`src/ttp_pkg.sv`:
```
// Constants, register map and mode encoding for the triple timer block
package ttp_pkg;

  // Register map, byte addresses
  localparam int           ADDR_W       = 8;
  localparam int           NUM_CH       = 3;
  localparam logic [7:0]   CH_STRIDE    = 8'h10;
  localparam logic [7:0]   OFS_CTL      = 8'h00;
  localparam logic [7:0]   OFS_LOAD     = 8'h04;
  localparam logic [7:0]   OFS_CMP      = 8'h08;
  localparam logic [7:0]   OFS_CNT      = 8'h0c;
  localparam logic [7:0]   OFS_IRQ_STAT = 8'h30;
  localparam logic [7:0]   OFS_IRQ_MASK = 8'h34;

  // Control and status field positions
  localparam int           CTL_EN       = 0;
  localparam int           CTL_MODE_LSB = 1;
  localparam int           CTL_MODE_W   = 3;
  localparam int           CTL_EXT_CLK  = 4;
  localparam int           CTL_GPIO_DIR = 5;
  localparam int           CTL_GPIO_VAL = 6;
  localparam int           CTL_W        = 7;
  localparam int           STAT_PIN     = 16;
  localparam int           STAT_OE      = 17;

  // Reset values
  localparam logic [6:0]   CTL_RST      = 7'h00;
  localparam logic [31:0]  WORD_RST     = 32'h0000_0000;
  localparam logic [2:0]   IRQ_RST      = 3'h0;

  // Counter width
  localparam int           CNT_W        = 32;

  // Bus responses
  localparam logic [1:0]   RESP_OKAY    = 2'h0;
  localparam logic [1:0]   RESP_SLVERR  = 2'h2;

  // Channel modes; unused codes count but raise no hit and leave the pin an undriven input
  typedef enum logic [2:0] {
    MD_GPIO,
    MD_TIMER,
    MD_PWM,
    MD_WDOG,
    MD_EVENT,
    MD_MEAS
  } ttp_mode_t;

endpackage : ttp_pkg

```
`src/ttp_channel.sv`:
```
// One timer channel: counter, compare, capture and pin direction logic
module ttp_channel
  import ttp_pkg::*;
(
  // Clock and reset
  input  wire logic             clk,
  input  wire logic             rst,
  input  wire logic             ce,
  // Processor state
  input  wire logic             stop,
  // Configuration
  input  wire logic [CTL_W-1:0] ctl,
  input  wire logic [CNT_W-1:0] loadVal,
  input  wire logic [CNT_W-1:0] cmpVal,
  // Synchronised pin level
  input  wire logic             pinLvl,
  // Results
  output logic      [CNT_W-1:0] count,
  output logic      [CNT_W-1:0] capture,
  output logic                  hit,
  output logic                  pinOut,
  output logic                  pinOe
);

  ttp_mode_t  mode;
  logic       run;
  logic       pinPrev;
  logic       rise;
  logic       fall;
  logic       tick;
  logic       reload;
  logic       hitNxt;

  assign mode = ttp_mode_t'(ctl[CTL_MODE_LSB +: CTL_MODE_W]);
  // Stop freezes counting and ignores the pin
  assign run  = ctl[CTL_EN] & ~stop;
  assign rise = pinLvl & ~pinPrev;
  assign fall = ~pinLvl & pinPrev;

  always_comb begin
    // Internal clock every cycle, or pin rising edge
    tick   = ctl[CTL_EXT_CLK] ? rise : 1'b1;
    reload = (count == cmpVal);
    hitNxt = 1'b0;
    case (mode)
      MD_TIMER, MD_WDOG, MD_EVENT: hitNxt = run & tick & reload;  // see R3
      MD_PWM:                      begin
        reload = &count;
        hitNxt = run & tick & reload;
      end
      MD_MEAS:                     hitNxt = run & fall;
      default:                     hitNxt = 1'b0;
    endcase
  end

  ////////////////////////////////////////////////////////////////////////
  always_ff @(posedge clk or posedge rst) begin
    if (rst) begin
      pinPrev <= 1'b0;
    end else if (ce && !stop) begin
      pinPrev <= pinLvl;
    end
  end

  always_ff @(posedge clk or posedge rst) begin
    if (rst) begin
      count <= WORD_RST;
    end else if (ce) begin
      if (!ctl[CTL_EN]) begin
        count <= loadVal;
      end else if (run) begin
        if (mode == MD_MEAS) begin
          // Measure high time of the pin in internal clocks
          if (fall) begin
            count <= loadVal;
          end else if (pinLvl) begin
            count <= count + 1'b1;
          end
        end else if (mode != MD_GPIO && tick) begin
          count <= reload ? loadVal : count + 1'b1;
        end
      end
    end
  end

  always_ff @(posedge clk or posedge rst) begin
    if (rst) begin
      capture <= WORD_RST;
    end else if (ce && run && mode == MD_MEAS && fall) begin
      capture <= count;
    end
  end

  always_ff @(posedge clk or posedge rst) begin
    if (rst) begin
      hit <= 1'b0;
    end else if (ce) begin
      hit <= hitNxt;
    end
  end

  ////////////////////////////////////////////////////////////////////////
  // Pin level and direction; reset leaves it an undriven input  see R7
  always_ff @(posedge clk or posedge rst) begin
    if (rst) begin
      pinOut <= 1'b0;
    end else if (ce && !stop) begin
      case (mode)
        MD_TIMER: pinOut <= ctl[CTL_EN] ? pinOut ^ hitNxt : 1'b0;
        MD_PWM:   pinOut <= ctl[CTL_EN] & (count >= cmpVal);
        MD_WDOG:  pinOut <= ctl[CTL_EN] & (pinOut | hitNxt);
        MD_GPIO:  pinOut <= ctl[CTL_GPIO_VAL];
        default:  pinOut <= 1'b0;
      endcase
    end
  end

  always_ff @(posedge clk or posedge rst) begin
    if (rst) begin
      pinOe <= 1'b0;
    end else if (ce) begin
      if (stop) begin
        // Outputs float in stop, inputs stay inputs  see R10
        pinOe <= 1'b0;
      end else begin
        case (mode)
          MD_TIMER, MD_PWM, MD_WDOG: pinOe <= 1'b1;
          MD_EVENT, MD_MEAS:         pinOe <= 1'b0;
          MD_GPIO:                   pinOe <= ctl[CTL_GPIO_DIR];
          default:                   pinOe <= 1'b0;
        endcase
      end
    end
  end

endmodule // ttp_channel

```
`src/ttp_triple_timer.sv`:
```
// Triple timer top: AXI4-Lite register file, pin synchronisers, interrupts
//
// Behaviour
// Three identical independent channels, each with own pin and control register.
// Each channel counts internal clock or external pin clock, as configured.
// Channel raises an interrupt after counting the programmed number of events.
// Channel drives its pin toward a device after programmed internal count.
// Event counter and measurement modes use the pin as sampled input.
// Watchdog, timer and pulse modulation modes drive the pin as output.
// After reset every pin is a general-purpose input.
// Control register writes make the pin a GPIO output or timer pin.
// In stop, a pin that was an input stays an ignored input.
// In stop, a pin that was an output goes high impedance.
// Wait state leaves pin direction and level unchanged.
// During reset each pin is an undriven, ignored input.
module ttp_triple_timer
  import ttp_pkg::*;
(
  // Clock, reset, enable
  input  wire logic              clk,
  input  wire logic              rst,
  input  wire logic              ce,
  // Processor state
  input  wire logic              stopState,
  // AXI4-Lite write address
  input  wire logic [ADDR_W-1:0] s_axi_awaddr,
  input  wire logic              s_axi_awvalid,
  output logic                   s_axi_awready,
  // AXI4-Lite write data
  input  wire logic [31:0]       s_axi_wdata,
  input  wire logic [3:0]        s_axi_wstrb,
  input  wire logic              s_axi_wvalid,
  output logic                   s_axi_wready,
  // AXI4-Lite write response
  output logic      [1:0]        s_axi_bresp,
  output logic                   s_axi_bvalid,
  input  wire logic              s_axi_bready,
  // AXI4-Lite read address
  input  wire logic [ADDR_W-1:0] s_axi_araddr,
  input  wire logic              s_axi_arvalid,
  output logic                   s_axi_arready,
  // AXI4-Lite read data
  output logic      [31:0]       s_axi_rdata,
  output logic      [1:0]        s_axi_rresp,
  output logic                   s_axi_rvalid,
  input  wire logic              s_axi_rready,
  // Timer pins
  input  wire logic              timerPinCh0In,
  output logic                   timerPinCh0Out,
  output logic                   timerPinCh0Oe,
  input  wire logic              timerPinCh1In,
  output logic                   timerPinCh1Out,
  output logic                   timerPinCh1Oe,
  input  wire logic              timerPinCh2In,
  output logic                   timerPinCh2Out,
  output logic                   timerPinCh2Oe,
  // Interrupt
  output logic                   irq
);

  logic [CTL_W-1:0]  ctlR      [NUM_CH];
  logic [CNT_W-1:0]  loadR     [NUM_CH];
  logic [CNT_W-1:0]  cmpR      [NUM_CH];
  logic [CNT_W-1:0]  count     [NUM_CH];
  logic [CNT_W-1:0]  capture   [NUM_CH];
  logic [NUM_CH-1:0] hit;
  logic [NUM_CH-1:0] pinOut;
  logic [NUM_CH-1:0] pinOe;
  logic [NUM_CH-1:0] pinRaw;
  logic [NUM_CH-1:0] pinMeta_r;
  logic [NUM_CH-1:0] pinSync_r;
  logic [NUM_CH-1:0] irqStat_r;
  logic [NUM_CH-1:0] irqMask_r;
  logic [NUM_CH-1:0] irqClr;

  logic              awHeld_r;
  logic              wHeld_r;
  logic [ADDR_W-1:0] wrAddr_r;
  logic [31:0]       wrData_r;
  logic [3:0]        wrStrb_r;
  logic              doWrite;
  logic              wrHit;

  ////////////////////////////////////////////////////////////////////////
  // Strobe merge of a write into an existing word
  function automatic logic [31:0] mergeW(input logic [31:0] old, input logic [31:0] d, input logic [3:0] s);
    logic [31:0] r;
    r = old;
    for (int b = 0; b < 4; b++) begin
      if (s[b]) begin
        r[8*b +: 8] = d[8*b +: 8];
      end
    end
    return r;
  endfunction

  // Byte address of one channel register
  function automatic logic [ADDR_W-1:0] chAddr(input int ch, input logic [7:0] ofs);
    return ADDR_W'(CH_STRIDE * ch) + ofs;
  endfunction

  ////////////////////////////////////////////////////////////////////////
  // Pin synchronisers; wait state is not an input here, so pins never see it
  assign pinRaw = {timerPinCh2In, timerPinCh1In, timerPinCh0In};
  // Only the second stage feeds logic, keeping metastability out

  always_ff @(posedge clk or posedge rst) begin
    if (rst) begin
      pinMeta_r <= '0;
      pinSync_r <= '0;
    end else if (ce) begin
      pinMeta_r <= pinRaw;
      pinSync_r <= pinMeta_r;
    end
  end

  ////////////////////////////////////////////////////////////////////////
  // Channels, all alike and unconnected to each other
  for (genvar i = 0; i < NUM_CH; i++) begin : gCh
    ttp_channel uCh (
      .clk     (clk),
      .rst     (rst),
      .ce      (ce),
      .stop    (stopState),
      .ctl     (ctlR[i]),
      .loadVal (loadR[i]),
      .cmpVal  (cmpR[i]),
      .pinLvl  (pinSync_r[i]),
      .count   (count[i]),
      .capture (capture[i]),
      .hit     (hit[i]),
      .pinOut  (pinOut[i]),
      .pinOe   (pinOe[i])
    );
  end

  // Drive and enable go out raw; the pad cell sits outside
  assign timerPinCh0Out = pinOut[0];
  assign timerPinCh0Oe  = pinOe[0];
  assign timerPinCh1Out = pinOut[1];
  assign timerPinCh1Oe  = pinOe[1];
  assign timerPinCh2Out = pinOut[2];
  assign timerPinCh2Oe  = pinOe[2];

  ////////////////////////////////////////////////////////////////////////
  // Write channels: address and data taken in either order
  assign s_axi_awready = ~awHeld_r & ~s_axi_bvalid;
  assign s_axi_wready  = ~wHeld_r & ~s_axi_bvalid;
  assign doWrite       = awHeld_r & wHeld_r;

  // Address half waits here for the data half
  always_ff @(posedge clk or posedge rst) begin
    if (rst) begin
      awHeld_r <= 1'b0;
      wrAddr_r <= '0;
    end else if (ce) begin
      if (s_axi_awvalid && s_axi_awready) begin
        awHeld_r <= 1'b1;
        wrAddr_r <= s_axi_awaddr;
      end else if (doWrite) begin
        awHeld_r <= 1'b0;
      end
    end
  end

  // Data half waits here for the address half
  always_ff @(posedge clk or posedge rst) begin
    if (rst) begin
      wHeld_r  <= 1'b0;
      wrData_r <= WORD_RST;
      wrStrb_r <= '0;
    end else if (ce) begin
      if (s_axi_wvalid && s_axi_wready) begin
        wHeld_r  <= 1'b1;
        wrData_r <= s_axi_wdata;
        wrStrb_r <= s_axi_wstrb;
      end else if (doWrite) begin
        wHeld_r <= 1'b0;
      end
    end
  end

  // Decode of every mapped write address, for the response only
  always_comb begin
    wrHit = (wrAddr_r == OFS_IRQ_STAT) || (wrAddr_r == OFS_IRQ_MASK);
    for (int i = 0; i < NUM_CH; i++) begin
      if (wrAddr_r == chAddr(i, OFS_CTL) || wrAddr_r == chAddr(i, OFS_LOAD) ||
          wrAddr_r == chAddr(i, OFS_CMP) || wrAddr_r == chAddr(i, OFS_CNT)) begin
        wrHit = 1'b1;
      end
    end
  end

  // Unmapped writes answer SLVERR and change nothing
  always_ff @(posedge clk or posedge rst) begin
    if (rst) begin
      s_axi_bvalid <= 1'b0;
      s_axi_bresp  <= RESP_OKAY;
    end else if (ce) begin
      if (doWrite) begin
        s_axi_bvalid <= 1'b1;
        s_axi_bresp  <= wrHit ? RESP_OKAY : RESP_SLVERR;
      end else if (s_axi_bready) begin
        s_axi_bvalid <= 1'b0;
      end
    end
  end

  ////////////////////////////////////////////////////////////////////////
  // Channel registers; count reads only
  // Writes land the edge after both halves are held
  always_ff @(posedge clk or posedge rst) begin
    if (rst) begin
      for (int i = 0; i < NUM_CH; i++) begin
        ctlR[i]  <= CTL_RST;
        loadR[i] <= WORD_RST;
        cmpR[i]  <= WORD_RST;
      end
    end else if (ce && doWrite) begin
      for (int i = 0; i < NUM_CH; i++) begin
        if (wrAddr_r == chAddr(i, OFS_CTL)) begin
          ctlR[i] <= CTL_W'(mergeW({25'h0, ctlR[i]}, wrData_r, wrStrb_r));
        end
        if (wrAddr_r == chAddr(i, OFS_LOAD)) begin
          loadR[i] <= mergeW(loadR[i], wrData_r, wrStrb_r);
        end
        if (wrAddr_r == chAddr(i, OFS_CMP)) begin
          cmpR[i] <= mergeW(cmpR[i], wrData_r, wrStrb_r);
        end
      end
    end
  end

  ////////////////////////////////////////////////////////////////////////
  // Interrupts: sticky, write one to clear, new event beats the clear
  assign irqClr = (doWrite && wrAddr_r == OFS_IRQ_STAT && wrStrb_r[0]) ? wrData_r[NUM_CH-1:0] : '0;

  always_ff @(posedge clk or posedge rst) begin
    if (rst) begin
      irqStat_r <= IRQ_RST;
    end else if (ce) begin
      irqStat_r <= (irqStat_r & ~irqClr) | hit;
    end
  end

  // Mask write needs the low byte strobe
  always_ff @(posedge clk or posedge rst) begin
    if (rst) begin
      irqMask_r <= IRQ_RST;
    end else if (ce && doWrite && wrAddr_r == OFS_IRQ_MASK && wrStrb_r[0]) begin
      irqMask_r <= wrData_r[NUM_CH-1:0];
    end
  end

  // Level output, high while any unmasked bit is set
  assign irq = |(irqStat_r & irqMask_r);

  ////////////////////////////////////////////////////////////////////////
  // Read channel: one read at a time, data one cycle after address
  // No skid buffer: a new address waits until rready
  assign s_axi_arready = ~s_axi_rvalid;

  always_ff @(posedge clk or posedge rst) begin
    if (rst) begin
      s_axi_rvalid <= 1'b0;
      s_axi_rdata  <= WORD_RST;
      s_axi_rresp  <= RESP_OKAY;
    end else if (ce) begin
      if (s_axi_arvalid && s_axi_arready) begin
        s_axi_rvalid <= 1'b1;
        // Default answer for an unmapped address
        s_axi_rdata  <= WORD_RST;
        s_axi_rresp  <= RESP_SLVERR;
        if (s_axi_araddr == OFS_IRQ_STAT) begin
          s_axi_rdata[NUM_CH-1:0] <= irqStat_r;
          s_axi_rresp             <= RESP_OKAY;
        end
        if (s_axi_araddr == OFS_IRQ_MASK) begin
          s_axi_rdata[NUM_CH-1:0] <= irqMask_r;
          s_axi_rresp             <= RESP_OKAY;
        end
        for (int i = 0; i < NUM_CH; i++) begin
          if (s_axi_araddr == chAddr(i, OFS_CTL)) begin
            s_axi_rdata[CTL_W-1:0] <= ctlR[i];
            s_axi_rdata[STAT_PIN]  <= pinSync_r[i];
            s_axi_rdata[STAT_OE]   <= pinOe[i];
            s_axi_rresp            <= RESP_OKAY;
          end
          if (s_axi_araddr == chAddr(i, OFS_LOAD)) begin
            s_axi_rdata <= loadR[i];
            s_axi_rresp <= RESP_OKAY;
          end
          if (s_axi_araddr == chAddr(i, OFS_CMP)) begin
            s_axi_rdata <= cmpR[i];
            s_axi_rresp <= RESP_OKAY;
          end
          if (s_axi_araddr == chAddr(i, OFS_CNT)) begin
            // Measurement mode shows the last captured width
            s_axi_rdata <= (ctlR[i][CTL_MODE_LSB +: CTL_MODE_W] == MD_MEAS) ? capture[i] : count[i];
            s_axi_rresp <= RESP_OKAY;
          end
        end
      end else if (s_axi_rready) begin
        s_axi_rvalid <= 1'b0;
      end
    end
  end

endmodule // ttp_triple_timer

```
`config.mk`:
```
export PLATFORM = sky130hd
export DESIGN_NAME = ttp_triple_timer
export DESIGN_NICKNAME = d
export VERILOG_FILES = /design/src/ttp_pkg.sv /design/src/ttp_channel.sv /design/src/ttp_triple_timer.sv
export SDC_FILE = /design/constraint.sdc
export NUM_CORES = 2
export LEC_CHECK = 0
export ABC_AREA = 1
export ABC_CLOCK_PERIOD_IN_PS = 15300
export BUFFER_PORTS_ARGS = -buffer_cell sky130_fd_sc_hd__buf_2
export CORE_MARGIN = 5
export CORE_UTILIZATION = 45
export CTS_BUF_LIST = sky130_fd_sc_hd__clkbuf_2
export DETAILED_ROUTE_END_ITERATION = 8
export PLACE_DENSITY = 0.67
export SYNTH_ARGS = -nofsm -noshare
export SYNTH_HDL_FRONTEND = slang
export SYNTH_SLANG_ARGS = --single-unit
```
`constraint.sdc`:
```
create_clock -name clk -period 15.3 [get_ports clk]
set_clock_uncertainty 0.15 [all_clocks]
set_input_delay 1.53 -clock clk [delete_from_list [all_inputs] [get_ports clk]]
set_output_delay 1.53 -clock clk [all_outputs]
set_load 0.05 [all_outputs]
```
==> impl.org <==
** Die
- The floorplan step defined a die boundary enclosing 76170 um^2.
- The floorplan has 97 rows.
- The die is 276.0 um wide.
- Core Box Area :: 70150 um^2
- The die is 276.0 um tall.
- Number of ports placed on the die boundary :: 112
- The initial utilization of the core area, before any placement, comes to 0.4538.

** Finish
- Measured on the finished design, the core utilization comes to 0.4892.
- From synthesis to final layout, the design area changed by 7.797%.
- Summing all flip-flop and latch instances after layout gives 12790 um^2.
- Proportion of layout cells with a drive suffix above 1 :: 0.09757
- Multi-input logic area :: 16380 um^2
- For this run, the post-layout net count is 4872.
- Fill cells :: 7271

** Setup path
- Data arrives at the worst endpoint at 5.32 ns.
- Max Fanout on Critical Path :: 60
- STA classifies the critical path endpoint as a flop.
- Traced cell by cell, the critical path runs through clkinv_1 > ha_1 > nand3_1 > nor3_1 > nand3_1 > o21ai_1 > nand2_4 > nor3_2 > nor2_1 > ha_1 > o21ai_0 > o21ai_0 > nand2_1 > nand2_1 > a21oi_1.
- The slowest stage of the critical path belongs to the cell nand2_4.
- Grouping stages by cell kind, the critical path spends the most delay in simple AND/OR/NAND/NOR gates.
- Maximum single-stage delay on the critical path :: 0.60 ns
- Buffer and inverter count on the worst path :: 1
- Required @ worst endpoint :: 16.41 ns
- WS Path Type :: flop to flop
- Register-to-register path setup slack :: 11.09 ns
- CP startpoint kind :: flop

** STA
- Maximum clock rate :: 237.3 MHz
- Summed over all failing endpoints, the final setup total negative slack is 0 ns.
- The number of pins with negative max-slew slack in the final report was 0.
- Final cycle utilization of the critical path :: 0.2754
- Rel. slew slack :: 0.3106
- Setup violations remaining at the end of the flow were counted as 0.
- Actual slew at the worst max-slew pin :: 1.034 ns
- Final Hold Vio Count :: 0
- Unrepaired setup endpoints after global routing :: no
- Counting I/O delays and the setup requirement, the final critical path takes 4.214 ns.

** Synth
- Cell accounting for the most synthesized area :: dfrtp_1
- The Yosys step of the flow raised 0 warnings.
- The synthesized design contains 0 enable-type register cells.
- After synthesis, the cell types taking the most area are dfrtp_1 (40%), nand2_1 (20%), o21ai_0 (7.6%), inv_1 (5.5%), a21oi_1 (4.9%).
- Counting distinct cell types in the post-synthesis netlist gives 49.
- In the synthesized netlist the async set-or-reset flop fraction comes to 1.000.
- Counting flops and latches in the post-synthesis netlist gives 511.
- Post-synthesis area per instance :: 6.894 um^2
- In the synthesized netlist, the number of instances is 4618.
- Synth top area share :: 0.4017
- Post-Synthesis Cell Area :: 31840 um^2
- For this run, the register share of the synthesized area comes to 0.4017.
- Top-count cell post-synth :: nand2_1
- Top FF cell, synth :: dfrtp_1
- Top post-synthesis cells by count :: nand2_1 (1685), dfrtp_1 (511), o21ai_0 (486), inv_1 (467), a21oi_1 (314)

** GRT
- Remaining global-route overflow :: 0
- Pin count of the biggest net entering global routing :: 171
- The number of global-route vias before repair was 29.38k.
- First-pass GRT wire length :: 181800 um
- The number of antenna violations at the first check in global routing came to 2.
- Overall Global Routing Usage :: 0.3117

** Routing
- Summed over all layers, the routed wires come to 119400 um.
- The first detailed-routing pass took 7 iterations.
- Number of DRC markers in iteration 0 :: 3711
- Antenna viol nets, final :: 0
- The detailed router placed 32.05k vias in this run.
- DRC errors left :: 0
- After detailed routing, the average wire length per cell comes to 20.78 um.
- In the routed layout, each cell is associated on average with a via count of 5.575.

** Place
- Number of I/O port buffers :: 109
- GPL Wtd Cong :: 0.9711
- Detailed Place HPWL :: 84820 um

** Clock tree
- Counting every sink on the clock net gives 511.
- The later pin in the worst-skew pair is clocked with a latency of 1.34 ns.
- The number of gates resized after CTS was 0.
- TritonCTS built the clock tree.
- Cell at the root of the clock tree :: clkbuf_2
- Clock buffer depth :: 3
- In this run the post-CTS setup repair buffer count came out at 0.
- Count of H-tree levels built during CTS :: 4
- Clock tree synthesis inserted a total of 146 buffers.
- Clock-pin slew of the registers on the worst-case setup and hold paths :: 0.10 ns
- For this design, the CTS-stage hold fixing added 0 buffers.

** Power
- For this design the static power due to leakage is 16.23 nW.
- Ratio of total power to cell area :: 135.5 nW/um^2
- Across the VDD grid, the largest voltage drop is 0.3019 mV.

** Status
- The flow ran to the end, and the final reports show no timing, DRC or antenna violations.

** Job
- Max capacitance violation total :: 0

** Worst hold path
- Type of the worst min-delay path :: primary input to flop
-- tightest hold or removal path, stage by stage --
cell	delay, ns
buf_2	0.07
nand2_1	0.04
nand2_1	0.05
-- logic make-up after synthesis --
logic type,share of synthesized area
and+or+nand+nor,0.2811
AOI/OAI and AO/OA,0.1684
buffers and inverters,0.08571
DFF,0.4017
adders and majority gates,0.04009
xor gates and xnor gates,0.01871
muxes,0.004244
other,0.0001178
-- state kept, by name (all words and copies together), names as in the netlist, 4 cells and up --
register         cells
ctlR                21
s_axi_rdata         32
gCh.uCh.count       96
cmpR                96
gCh.uCh.capture     96
wrData_r            32
wrStrb_r             4
loadR               96
wrAddr_r             8
-- per-layer routing --
layer / share of wire / track usage
met4: 0.057 / 0.1521
met1: 0.42 / 0.4380
met3: 0.10 / 0.06507
met5: 0 / 0
met2: 0.42 / 0.4595
-- power breakdown --
| part | internal (W) | switching [W] | total (W) |
|---|---|---|---|
| clock | 0.000429 | 0.000629 | 0.00106 |
| combinational | 0.000393 | 0.00150 | 0.00190 |
| sequential | 0.00152 | 0.000178 | 0.00169 |
-- worst paths after layout --
check	end	startpoint	cells past startpoint
min reg2reg	s_axi_rdata[7]$_DFFE_PP0P_	s_axi_rdata[7]$_DFFE_PP0P_	2
min	pinMeta_r[1]$_DFFE_PP0P_	timerPinCh1In	3
max in group asynchronous	gCh[1].uCh.capture[21]$_DFFE_PP0P_	rst	5
max reg2reg	gCh[1].uCh.pinOut$_DFFE_PP0P_	gCh[1].uCh.count[0]$_DFFE_PP0P_	15
min in group asynchronous	wrData_r[11]$_DFFE_PP0P_	rst	3
max	gCh[1].uCh.pinOut$_DFFE_PP0P_	gCh[1].uCh.count[0]$_DFFE_PP0P_	15
-- cells in the final DEF, fill, tap and decap left out, drive strengths merged, types with 2 or more instances in the layout --
cell | netlist | final
a211oi | 2 | 2
a21oi | 314 | 314
mux2 | 12 | 12
nand4 | 55 | 55
dfrtp | 511 | 511
o21a | 12 | 12
a221oi | 9 | 9
diode | 0 | 2
inv | 473 | 475
clkinv | 7 | 26
or2 | 8 | 8
nand2 | 1693 | 1693
clkinvlp | 0 | 4
nand3 | 124 | 124
nor3b | 7 | 7
ha | 102 | 102
xor2 | 66 | 66
buf | 61 | 150
nand3b | 2 | 2
o211ai | 27 | 27
o221ai | 4 | 4
nor2 | 280 | 280
o21ai | 564 | 564
nor4 | 2 | 2
a22oi | 2 | 2
conb | 1 | 2
o22ai | 22 | 22
a31oi | 23 | 23
nor3 | 65 | 65
o31ai | 7 | 7
clkbuf | 150 | 221
bufinv | 0 | 3
o21bai | 6 | 6
xnor2 | 2 | 2
o2111ai | 2 | 2
-- through the flow --
stage | power [W] | hold slack (ns) | instances | instance area [um^2] | setup WS, ns
5_1_grt | 0.004927 | 0.1943 | 5749 | 34320 | 10.76
6_report | 0.004650 | 0.2517 | 5749 | 34320 | 11.09
2_1_floorplan | 0.003123 | 0.2922 | 4619 | 31840 | 6.682
4_1_cts | 0.004623 | 0.1341 | 5747 | 34310 | 11.16
3_3_place_gp | 0.003554 | 0.3086 | 5498 | 33010 | 10.82
3_5_place_dp | 0.003570 | 0.3087 | 5498 | 33010 | 10.79
-- final cells by class --
| class | instances | area share |
|---|---|---|
| inverter | 480 | 0.05261 |
| clock buffer | 221 | 0.03223 |
| multi-input combinational | 3417 | 0.4772 |
| sequential | 511 | 0.3726 |
| clock inverter | 28 | 0.005760 |
| tap | 940 | 0.03427 |
| timing repair buffer | 150 | 0.02523 |
| antenna | 2 | 0.0001458 |
No activity file was read; power rests on OpenSTA's default activity.
